### src/dtcu_regs.svh
// Register indices, field positions, reset values and timing counts
`ifndef DTCU_REGS_SVH
`define DTCU_REGS_SVH

// Register indices; byte address is four times the index
`define DTCU_IDX_TCS     8'h88
`define DTCU_IDX_TMODE   8'h89
`define DTCU_IDX_T0LO    8'h8a
`define DTCU_IDX_T1LO    8'h8b
`define DTCU_IDX_T0HI    8'h8c
`define DTCU_IDX_T1HI    8'h8d
`define DTCU_IDX_IRQST   8'h90
`define DTCU_IDX_IRQMSK  8'h91

// Control/status register bit positions
`define DTCU_TCS_TF1     7
`define DTCU_TCS_TR1     6
`define DTCU_TCS_TF0     5
`define DTCU_TCS_TR0     4
`define DTCU_TCS_IE1     3
`define DTCU_TCS_IT1     2
`define DTCU_TCS_IE0     1
`define DTCU_TCS_IT0     0

// Mode register: each nibble is {gate, function select, mode[1:0]}
`define DTCU_TMODE_T1_MSB 7
`define DTCU_TMODE_T1_LSB 4
`define DTCU_TMODE_T0_MSB 3
`define DTCU_TMODE_T0_LSB 0

// Interrupt status/mask bits
`define DTCU_IRQ_OVF0    0
`define DTCU_IRQ_OVF1    1
`define DTCU_IRQ_EXTA    2
`define DTCU_IRQ_EXTB    3

`define DTCU_RST_BYTE    8'h00
`define DTCU_RST_IRQ     4'h0

// One machine cycle is six CPU clocks; the prescaler wraps at five
`define DTCU_MC_CLKS     6
`define DTCU_MC_LAST     3'h5

`endif

### src/dtcu_pkg.sv
// Types shared by the dual timer/counter unit
package dtcu_pkg;

  typedef enum logic [1:0] {
    DTCU_MODE_13BIT  = 2'b00,
    DTCU_MODE_16BIT  = 2'b01,
    DTCU_MODE_RELOAD = 2'b10,
    DTCU_MODE_SPLIT  = 2'b11
  } dtcu_mode_t;

  typedef struct packed {
    logic       gate;
    logic       ct;
    dtcu_mode_t mode;
  } dtcu_tcfg_t;

  typedef struct packed {
    logic       ovf;
    logic [7:0] th;
    logic [7:0] tl;
  } dtcu_step_t;

endpackage : dtcu_pkg

### src/dtcu_top.sv
// Dual timer/counter unit with Avalon-MM register slave
//
// Operation
// - Timer function counts one per six clocks
// - Counter counts sampled high-then-low pin transitions
// - Count updates machine cycle after edge detect
// - Per-timer function select bit and mode field
// - Mode 0 is 13-bit counter, low five bits
// - Wrap to zero sets overflow flag
// - Run bit and (gate clear or pin high)
// - Setting run bit leaves counts unchanged
// - Gate bits at mode bits seven and three
// - Mode 1 uses all sixteen bits
// - Mode 2 reloads low from high byte
// - Timer 1 mode 3 holds it stopped
// - Timer 0 mode 3 low byte keeps controls
// - Split high byte uses timer 1 run, flag
// - Split mode: timer 1 runs outside mode 3
`include "dtcu_regs.svh"
`timescale 1ns/1ps
`default_nettype none

module dtcu_top #(
  parameter logic [2:0] MC_LAST = `DTCU_MC_LAST
) (
  input  wire logic        i_mclk,
  input  wire logic        i_rst,
  input  wire logic [9:0]  i_avs_address,
  input  wire logic        i_avs_read,
  input  wire logic        i_avs_write,
  input  wire logic [31:0] i_avs_writedata,
  input  wire logic [3:0]  i_avs_byteenable,
  output logic      [31:0] o_avs_readdata,
  output logic             o_avs_waitrequest,
  input  wire logic        i_first_count_pin,
  input  wire logic        i_second_count_pin,
  input  wire logic        i_first_gate_pin,
  input  wire logic        i_second_gate_pin,
  input  wire logic [3:0]  i_vec_ack,
  output logic             o_irq,
  output logic             o_second_timer_ovf
);

  function automatic logic addr_hit(input logic [9:0] addr,
                                    input logic [7:0] idx);
    addr_hit = (addr[9:2] == idx);
  endfunction : addr_hit

  function automatic dtcu_pkg::dtcu_step_t dtcu_step(
    input dtcu_pkg::dtcu_mode_t mode,
    input logic [7:0]           th,
    input logic [7:0]           tl
  );
    logic [13:0] s13;
    logic [16:0] s16;
    logic [8:0]  s8;
    s13 = {1'b0, th, tl[4:0]} + 14'h0001;
    s16 = {1'b0, th, tl} + 17'h00001;
    s8  = {1'b0, tl} + 9'h001;
    unique case (mode)
      dtcu_pkg::DTCU_MODE_13BIT:
        // Upper three low-byte bits are left as they stand
        dtcu_step = {s13[13], s13[12:5], tl[7:5], s13[4:0]};
      dtcu_pkg::DTCU_MODE_16BIT:
        dtcu_step = s16;
      dtcu_pkg::DTCU_MODE_RELOAD:
        dtcu_step = {s8[8], th, s8[8] ? th : s8[7:0]};
      dtcu_pkg::DTCU_MODE_SPLIT:
        dtcu_step = {s8[8], th, s8[7:0]};
    endcase
  endfunction : dtcu_step

  // Bus slave: one wait cycle, then the answer
  logic        ack_reg;
  logic [31:0] rdata_reg;
  wire  logic  bus_req = i_avs_read | i_avs_write;
  wire  logic  acc_wr  = i_avs_write & ack_reg & i_avs_byteenable[0];
  wire  logic [7:0] wdat = i_avs_writedata[7:0];

  assign o_avs_waitrequest = bus_req & ~ack_reg;
  assign o_avs_readdata    = rdata_reg;

  wire logic sel_tcs   = addr_hit(i_avs_address, `DTCU_IDX_TCS);
  wire logic sel_tmode = addr_hit(i_avs_address, `DTCU_IDX_TMODE);
  wire logic sel_t0lo  = addr_hit(i_avs_address, `DTCU_IDX_T0LO);
  wire logic sel_t1lo  = addr_hit(i_avs_address, `DTCU_IDX_T1LO);
  wire logic sel_t0hi  = addr_hit(i_avs_address, `DTCU_IDX_T0HI);
  wire logic sel_t1hi  = addr_hit(i_avs_address, `DTCU_IDX_T1HI);
  wire logic sel_irqst = addr_hit(i_avs_address, `DTCU_IDX_IRQST);
  wire logic sel_irqmk = addr_hit(i_avs_address, `DTCU_IDX_IRQMSK);

  // Machine cycle prescaler
  logic [2:0] presc_reg;
  wire  logic mc_tick = (presc_reg == MC_LAST);

  // Control and count state
  logic [7:0] tmode_reg;
  logic [1:0] tf_reg;
  logic [1:0] tr_reg;
  logic [1:0] ie_reg;
  logic [1:0] it_reg;
  logic [7:0] tl0_reg;
  logic [7:0] th0_reg;
  logic [7:0] tl1_reg;
  logic [7:0] th1_reg;
  logic [3:0] st_reg;
  logic [3:0] mask_reg;
  logic [1:0] smp_reg;
  logic [1:0] old_reg;
  logic [1:0] gpin_reg;
  logic       t1ovf_reg;

  dtcu_pkg::dtcu_tcfg_t cfg0;
  dtcu_pkg::dtcu_tcfg_t cfg1;
  assign cfg0 = dtcu_pkg::dtcu_tcfg_t'(
                  tmode_reg[`DTCU_TMODE_T0_MSB:`DTCU_TMODE_T0_LSB]);
  assign cfg1 = dtcu_pkg::dtcu_tcfg_t'(
                  tmode_reg[`DTCU_TMODE_T1_MSB:`DTCU_TMODE_T1_LSB]);

  // Count pins are sampled once per machine cycle; an edge found from
  // the last two samples counts at the next tick, two cycles in all
  wire logic [1:0] cnt_edge = old_reg & ~smp_reg;
  wire logic [1:0] gate_pin = {i_second_gate_pin, i_first_gate_pin};
  wire logic [1:0] gate_fall = gpin_reg & ~gate_pin;

  wire logic t0_split = (cfg0.mode == dtcu_pkg::DTCU_MODE_SPLIT);
  wire logic t1_halt  = (cfg1.mode == dtcu_pkg::DTCU_MODE_SPLIT);

  wire logic en0 = tr_reg[0] & (~cfg0.gate | i_first_gate_pin);
  // With timer 0 split, timer 1's run bit belongs to the high byte
  wire logic run1 = t0_split ? 1'b1 : tr_reg[1];
  wire logic en1  = run1 & ~t1_halt &
                    (~cfg1.gate | i_second_gate_pin);

  wire logic inc0  = mc_tick & en0 & (~cfg0.ct | cnt_edge[0]);
  wire logic inc1  = mc_tick & en1 & (~cfg1.ct | cnt_edge[1]);
  wire logic inc0h = mc_tick & t0_split & tr_reg[1];

  dtcu_pkg::dtcu_step_t step0;
  dtcu_pkg::dtcu_step_t step1;
  assign step0 = dtcu_step(cfg0.mode, th0_reg, tl0_reg);
  assign step1 = dtcu_step(cfg1.mode, th1_reg, tl1_reg);

  wire logic [8:0] th0_inc = {1'b0, th0_reg} + 9'h001;
  wire logic ovf0  = inc0 & step0.ovf;
  wire logic ovf1  = inc1 & step1.ovf;
  wire logic ovf0h = inc0h & th0_inc[8];
  // Timer 1 overflow stays off its flag while timer 0 is split
  wire logic [1:0] tf_set = {t0_split ? ovf0h : ovf1, ovf0};

  wire logic wr_tcs = acc_wr & sel_tcs;
  wire logic [1:0] wd_tf = {wdat[`DTCU_TCS_TF1], wdat[`DTCU_TCS_TF0]};
  wire logic [1:0] wd_tr = {wdat[`DTCU_TCS_TR1], wdat[`DTCU_TCS_TR0]};
  wire logic [1:0] wd_ie = {wdat[`DTCU_TCS_IE1], wdat[`DTCU_TCS_IE0]};
  wire logic [1:0] wd_it = {wdat[`DTCU_TCS_IT1], wdat[`DTCU_TCS_IT0]};

  // Hardware set wins over any clear in the same cycle
  wire logic [1:0] tf_next = tf_set |
    (wr_tcs ? wd_tf : (tf_reg & ~i_vec_ack[1:0]));
  wire logic [1:0] ie_set  = (it_reg & gate_fall) | (~it_reg & ~gate_pin);
  wire logic [1:0] ie_next = ie_set |
    (wr_tcs ? wd_ie : (ie_reg & ~i_vec_ack[3:2]));
  wire logic [1:0] tr_next = wr_tcs ? wd_tr : tr_reg;
  wire logic [1:0] it_next = wr_tcs ? wd_it : it_reg;

  // Software writes take priority over counting in the same cycle
  wire logic [7:0] tl0_next = (acc_wr & sel_t0lo) ? wdat :
                              inc0 ? step0.tl : tl0_reg;
  wire logic [7:0] th0_next = (acc_wr & sel_t0hi) ? wdat :
                              inc0h ? th0_inc[7:0] :
                              (inc0 & ~t0_split) ? step0.th :
                              th0_reg;
  wire logic [7:0] tl1_next = (acc_wr & sel_t1lo) ? wdat :
                              inc1 ? step1.tl : tl1_reg;
  wire logic [7:0] th1_next = (acc_wr & sel_t1hi) ? wdat :
                              inc1 ? step1.th : th1_reg;

  wire logic [3:0] st_ev = {ie_set, tf_set};
  wire logic [3:0] st_next = st_ev |
    ((acc_wr & sel_irqst) ? (st_reg & ~wdat[3:0]) : st_reg);
  wire logic [3:0] mask_next = (acc_wr & sel_irqmk) ? wdat[3:0] : mask_reg;
  wire logic [7:0] tmode_next = (acc_wr & sel_tmode) ? wdat : tmode_reg;

  wire logic [7:0] tcs_byte = {tf_reg[1], tr_reg[1], tf_reg[0], tr_reg[0],
                               ie_reg[1], it_reg[1], ie_reg[0], it_reg[0]};
  wire logic [7:0] rd_byte = sel_tcs   ? tcs_byte  :
                             sel_tmode ? tmode_reg :
                             sel_t0lo  ? tl0_reg   :
                             sel_t1lo  ? tl1_reg   :
                             sel_t0hi  ? th0_reg   :
                             sel_t1hi  ? th1_reg   :
                             sel_irqst ? {4'h0, st_reg}   :
                             sel_irqmk ? {4'h0, mask_reg} : 8'h00;

  assign o_irq = |(st_reg & mask_reg);
  assign o_second_timer_ovf = t1ovf_reg;

  always_ff @(posedge i_mclk) begin
    if (i_rst) begin
      ack_reg   <= 1'b0;
      rdata_reg <= 32'h0000_0000;
      presc_reg <= 3'h0;
    end else begin
      ack_reg   <= bus_req & ~ack_reg;
      // Read data is caught during the wait cycle and stands after it
      rdata_reg <= (i_avs_read & ~ack_reg) ? {24'h00_0000, rd_byte}
                                           : rdata_reg;
      presc_reg <= mc_tick ? 3'h0 : presc_reg + 3'h1;
    end
  end

  always_ff @(posedge i_mclk) begin
    if (i_rst) begin
      smp_reg  <= 2'h0;
      old_reg  <= 2'h0;
      gpin_reg <= 2'h0;
    end else begin
      gpin_reg <= gate_pin;
      if (mc_tick) begin
        smp_reg <= {i_second_count_pin, i_first_count_pin};
        old_reg <= smp_reg;
      end
    end
  end

  always_ff @(posedge i_mclk) begin
    if (i_rst) begin
      tmode_reg <= `DTCU_RST_BYTE;
      tf_reg    <= 2'h0;
      tr_reg    <= 2'h0;
      ie_reg    <= 2'h0;
      it_reg    <= 2'h0;
      tl0_reg   <= `DTCU_RST_BYTE;
      th0_reg   <= `DTCU_RST_BYTE;
      tl1_reg   <= `DTCU_RST_BYTE;
      th1_reg   <= `DTCU_RST_BYTE;
      st_reg    <= `DTCU_RST_IRQ;
      mask_reg  <= `DTCU_RST_IRQ;
      t1ovf_reg <= 1'b0;
    end else begin
      tmode_reg <= tmode_next;
      tf_reg    <= tf_next;
      tr_reg    <= tr_next;
      ie_reg    <= ie_next;
      it_reg    <= it_next;
      tl0_reg   <= tl0_next;
      th0_reg   <= th0_next;
      tl1_reg   <= tl1_next;
      th1_reg   <= th1_next;
      st_reg    <= st_next;
      mask_reg  <= mask_next;
      t1ovf_reg <= ovf1;
    end
  end

  // Checks

  AST_PRESCALE: assert property (@(posedge i_mclk) disable iff (i_rst)
    mc_tick |=> !mc_tick [*5] ##1 mc_tick)
    else $error("machine cycle is not six clocks");

  AST_MODE1_STEP: assert property (@(posedge i_mclk) disable iff (i_rst)
    (inc0 && cfg0.mode == dtcu_pkg::DTCU_MODE_16BIT && !acc_wr) |=>
      ({th0_reg, tl0_reg} == $past({th0_reg, tl0_reg}) + 16'h0001))
    else $error("timer 0 mode 1 did not step by one");

  AST_NO_EDGE_HOLD: assert property (@(posedge i_mclk) disable iff (i_rst)
    (mc_tick && cfg0.ct && !cnt_edge[0] && !t0_split && !acc_wr) |=>
      $stable({th0_reg, tl0_reg}))
    else $error("counter advanced without a falling edge");

  AST_EDGE_LATENCY: assert property (@(posedge i_mclk) disable iff (i_rst)
    (mc_tick && smp_reg[1] && !i_second_count_pin && cfg1.ct && en1 &&
     cfg1.mode == dtcu_pkg::DTCU_MODE_16BIT && !acc_wr) ##6
      (!acc_wr && $stable(tmode_reg) && $stable(tr_reg)) |=>
      ({th1_reg, tl1_reg} != $past({th1_reg, tl1_reg}, 7)))
    else $error("falling edge not counted in next machine cycle");

  AST_MODE0_WRAP: assert property (@(posedge i_mclk) disable iff (i_rst)
    (inc0 && cfg0.mode == dtcu_pkg::DTCU_MODE_13BIT &&
     th0_reg == 8'hff && tl0_reg[4:0] == 5'h1f && !acc_wr) |=>
      (tf_reg[0] && th0_reg == 8'h00 && tl0_reg[4:0] == 5'h00))
    else $error("mode 0 wrap did not clear count and set flag");

  AST_RELOAD: assert property (@(posedge i_mclk) disable iff (i_rst)
    (inc1 && cfg1.mode == dtcu_pkg::DTCU_MODE_RELOAD && !t0_split &&
     tl1_reg == 8'hff && !acc_wr) |=>
      (tl1_reg == $past(th1_reg) && $stable(th1_reg) && st_reg[1]))
    else $error("mode 2 reload failed");

  AST_T1_STOPPED: assert property (@(posedge i_mclk) disable iff (i_rst)
    (t1_halt && !acc_wr) |=> $stable({th1_reg, tl1_reg}))
    else $error("timer 1 counted in mode 3");

  AST_GATE_LOW: assert property (@(posedge i_mclk) disable iff (i_rst)
    (cfg0.gate && !i_first_gate_pin && !t0_split && !acc_wr) |=>
      $stable({th0_reg, tl0_reg}))
    else $error("gated timer 0 counted with gate pin low");

  AST_SPLIT_HIGH: assert property (@(posedge i_mclk) disable iff (i_rst)
    (mc_tick && t0_split && tr_reg[1] && th0_reg == 8'hff && !acc_wr) |=>
      (tf_reg[1] && th0_reg == 8'h00))
    else $error("split high byte overflow did not set timer 1 flag");

  AST_FLAG_ACK: assert property (@(posedge i_mclk) disable iff (i_rst)
    (i_vec_ack[0] && !tf_set[0] && !wr_tcs) |=> !tf_reg[0])
    else $error("vectoring did not clear timer 0 flag");

  AST_BUS_ANSWER: assert property (@(posedge i_mclk) disable iff (i_rst)
    (bus_req && o_avs_waitrequest) |=> !o_avs_waitrequest)
    else $error("bus answer took more than one wait cycle");

endmodule : dtcu_top

`default_nettype wire

### config.mk
export PLATFORM = sky130hd
export DESIGN_NAME = dtcu_top
export DESIGN_NICKNAME = d
export VERILOG_FILES = /design/src/dtcu_pkg.sv /design/src/dtcu_top.sv
export VERILOG_INCLUDE_DIRS = /design/src
export SDC_FILE = /design/constraint.sdc
export NUM_CORES = 1
export LEC_CHECK = 0
export BUFFER_PORTS_ARGS = -buffer_cell sky130_fd_sc_hd__buf_4
export CAP_MARGIN = 20
export CORE_UTILIZATION = 29
export CTS_CLUSTER_SIZE = 24
export DETAILED_ROUTE_END_ITERATION = 10
export SKIP_CTS_REPAIR_TIMING = 1
export SKIP_LAST_GASP = 1
export SLEW_MARGIN = 20
export SYNTH_ARGS = -nofsm -noshare
export SYNTH_HDL_FRONTEND = slang
export SYNTH_SLANG_ARGS = --single-unit
### constraint.sdc
create_clock -name i_mclk -period 5.5 [get_ports i_mclk]
set_input_delay 1.375 -clock i_mclk [delete_from_list [all_inputs] [get_ports i_mclk]]
set_output_delay 1.375 -clock i_mclk [all_outputs]
set_load 0.005 [all_outputs]
==> out/results.ini <==
[synthesis]
synthDistinctLibCells = 76
synth-seq-cells = 75
async_flop_share = 0
synth_edf_count = 0
synth.cell_area_sq_mm = 0.005056
synth_warnings = 0
synth_cells = 675
syn_area_per_cell_sq_um = 7.491
yosysSeqAreaShare = 0.2970
synth_ff_type = dfxtp_1

[finish]
mostFrequentLayoutCell = nand2_1
fin_cells = 900
final_cell_mix = nand2_1, dfxtp_1, nor2_1
drive_gt1_frac = 0.1147
area_delta_synth_final_pct = 10.62
nets = 739
antenna_cells = 0

[global_routing]
grt_usage = 0.1832
grt_max_degree = 72
grt_overflow = 0
antenna_found_initial = 0
grt_pass1_wl_microns = 25260
grt_pass1_vias = 4344

[placed_design]
io_buffers = 39
dp_slack_ns = 1.750
hpwl_microns = 11330
dp_cells = 885
gp_congestion = 0.8898

[timing]
setup_tns_ns = 0
finalSetupViolations = 0
final.period_utilization = 0.6311
fmax_mhz = 288.1
grt_setup_unrepaired = false
worst_pin_slew_ns = 1.007
period_needed_ns = 3.471
fin_skew_ns = 0.007550
finalHoldViolCount = 0
max-slew-margin-rel = 0.3259
hold-worst-slack_ns = 0.4510
slew_viol_final = 0
worst_slack_ns = 2.029

[critical_path]
crit_required_ns = 5.70
critPathBufInv = 1
critPathArrivalTime_ns = 3.67
crit_chain = buf_4 > nor3b_1 > nand3_1 > nor2_1 > nor3b_1 > a211oi_1 > a21oi_1
path_class = in2reg
cp_slowest_cell = nor2_1
critPathMaxFanout = 12
worst_setup_path_end_kind = flip-flop
max_stage_delay_ns = 0.88
cp_common_cell = nor3b_1
cp-start-kind = primary input
crit_family = simple AND/OR/NAND/NOR gates

[drt]
drtIter0Drc = 547
vias = 5014
wire_per_inst_microns = 18.07
drt-total-wl_microns = 16260
drc = 0
route.antenna.remaining_nets = 0
vias_per_cell = 5.571
drt-pass1-iter-count = 5

[floorplanning]
die_h_microns = 134.0
ios = 93
initial_core_util = 0.3006
die_x_microns = 134.0
dieArea_sq_mm = 0.01797
coreArea_sq_mm = 0.01682
rows = 47

[pwr]
ir_worst_vdd_v = 0.0001557
power.density_mw_per_mm2 = 213.9
power_leakage_nw = 1.817

[clock_tree]
clkLatencyLatePin_ns = 0.35
clockBufferDepth = 2
clock-sinks = 75
htree_levels = 3
numCtsBuffers = 9
path_clk_slew_ns = 0.06
cts_root_buf = clkbuf_16
cts_tree = done

[worst_hold_path]
hp-class = reg2reg

[status]
status = complete, no violations

[flow_run]
maxCapViolCount = 0

-- cell usage after synthesis, types with 9 or more instances --
cell,count,area (sq um)
nand2_1,79,296.5
dfxtp_1,75,1501
nor2_1,58,217.7
a21oi_1,57,285.3
nand3_1,35,175.2
clkbuf_1,31,116.4
o21ai_0,29,145.1
nor3_1,26,130.1
buf_4,24,180.2
mux2i_1,23,230.2
inv_1,18,67.56
a211oi_1,14,105.1
a31oi_1,10,62.56
o211ai_1,10,75.07
xnor2_1,10,87.58
buf_2,9,45.04
or3_1,9,56.30
-- area by class of cell --
class / instances / area (sq um)
repair buffers: 40 / 300.3
fillers: 1852 / 11230
well taps: 220 / 275.3
flip-flops and latches: 75 / 1501
clock buffers: 9 / 225.2
multi-input cells: 532 / 3181
inverters: 18 / 67.56
clock inverters: 6 / 42.54
-- metal layers --
| layer | track usage | wire length, microns | up-vias |
|---|---|---|---|
| li1 | - | - | 2418 |
| met1 | 0.2617 | 7837 | 2394 |
| met2 | 0.2680 | 7079 | 176 |
| met3 | 0.03930 | 1000 | 26 |
| met4 | 0.06679 | 344 | 0 |
| met5 | 0 | 0 | - |
-- power by group --
group	total, mW	internal [mW]	leakage, nW	switching, mW
Sequential	0.554	0.549	0.607	0.00433
Combinational	0.0913	0.0300	1.08	0.0613
Clock	0.551	0.303	0.128	0.248
-- stage by stage --
step,power (mW),cell area [sq um],util
after floorplan,0.6279,5142,-
final,1.196,5593,0.3325
after global routing,1.241,5593,0.3325
after CTS,1.210,5593,0.3325
after detailed placement,0.6559,5325,0.3166
after global placement,0.6562,5325,0.3166
-- final timing paths --
path,cells past startpoint,to,slack [ns],startpoint
setup / recovery,7,tf_reg[1],2.03,i_avs_address[8]
hold / removal,2,old_reg[0],0.45,old_reg[0]
setup reg to reg,6,th1_reg[2],2.87,tmode_reg[0]
hold reg to reg,2,old_reg[0],0.45,old_reg[0]
-- cell families (layout without fill, tap and decap cells) --
group / after synthesis / in the layout / synth area share
AO/OA/AOI/OAI: 178 / 178 / 0.2324
XOR/XNOR: 17 / 17 / 0.02945
adder cells (fa/ha/maj): 5 / 5 / 0.01237
buffers and inverters: 91 / 73 / 0.09106
flip-flops: 75 / 75 / 0.2970
multiplexers: 25 / 25 / 0.04999
other: 1 / 24 / 0.0007417
AND/OR/NAND/NOR: 283 / 283 / 0.2871
-- worst min-delay path: stages (launching register included) --
cell and delay [ns]:
dfxtp_1 0.30, nand2_1 0.05, a21oi_1 0.05
Note: power is estimated with default switching activity, not from simulation.
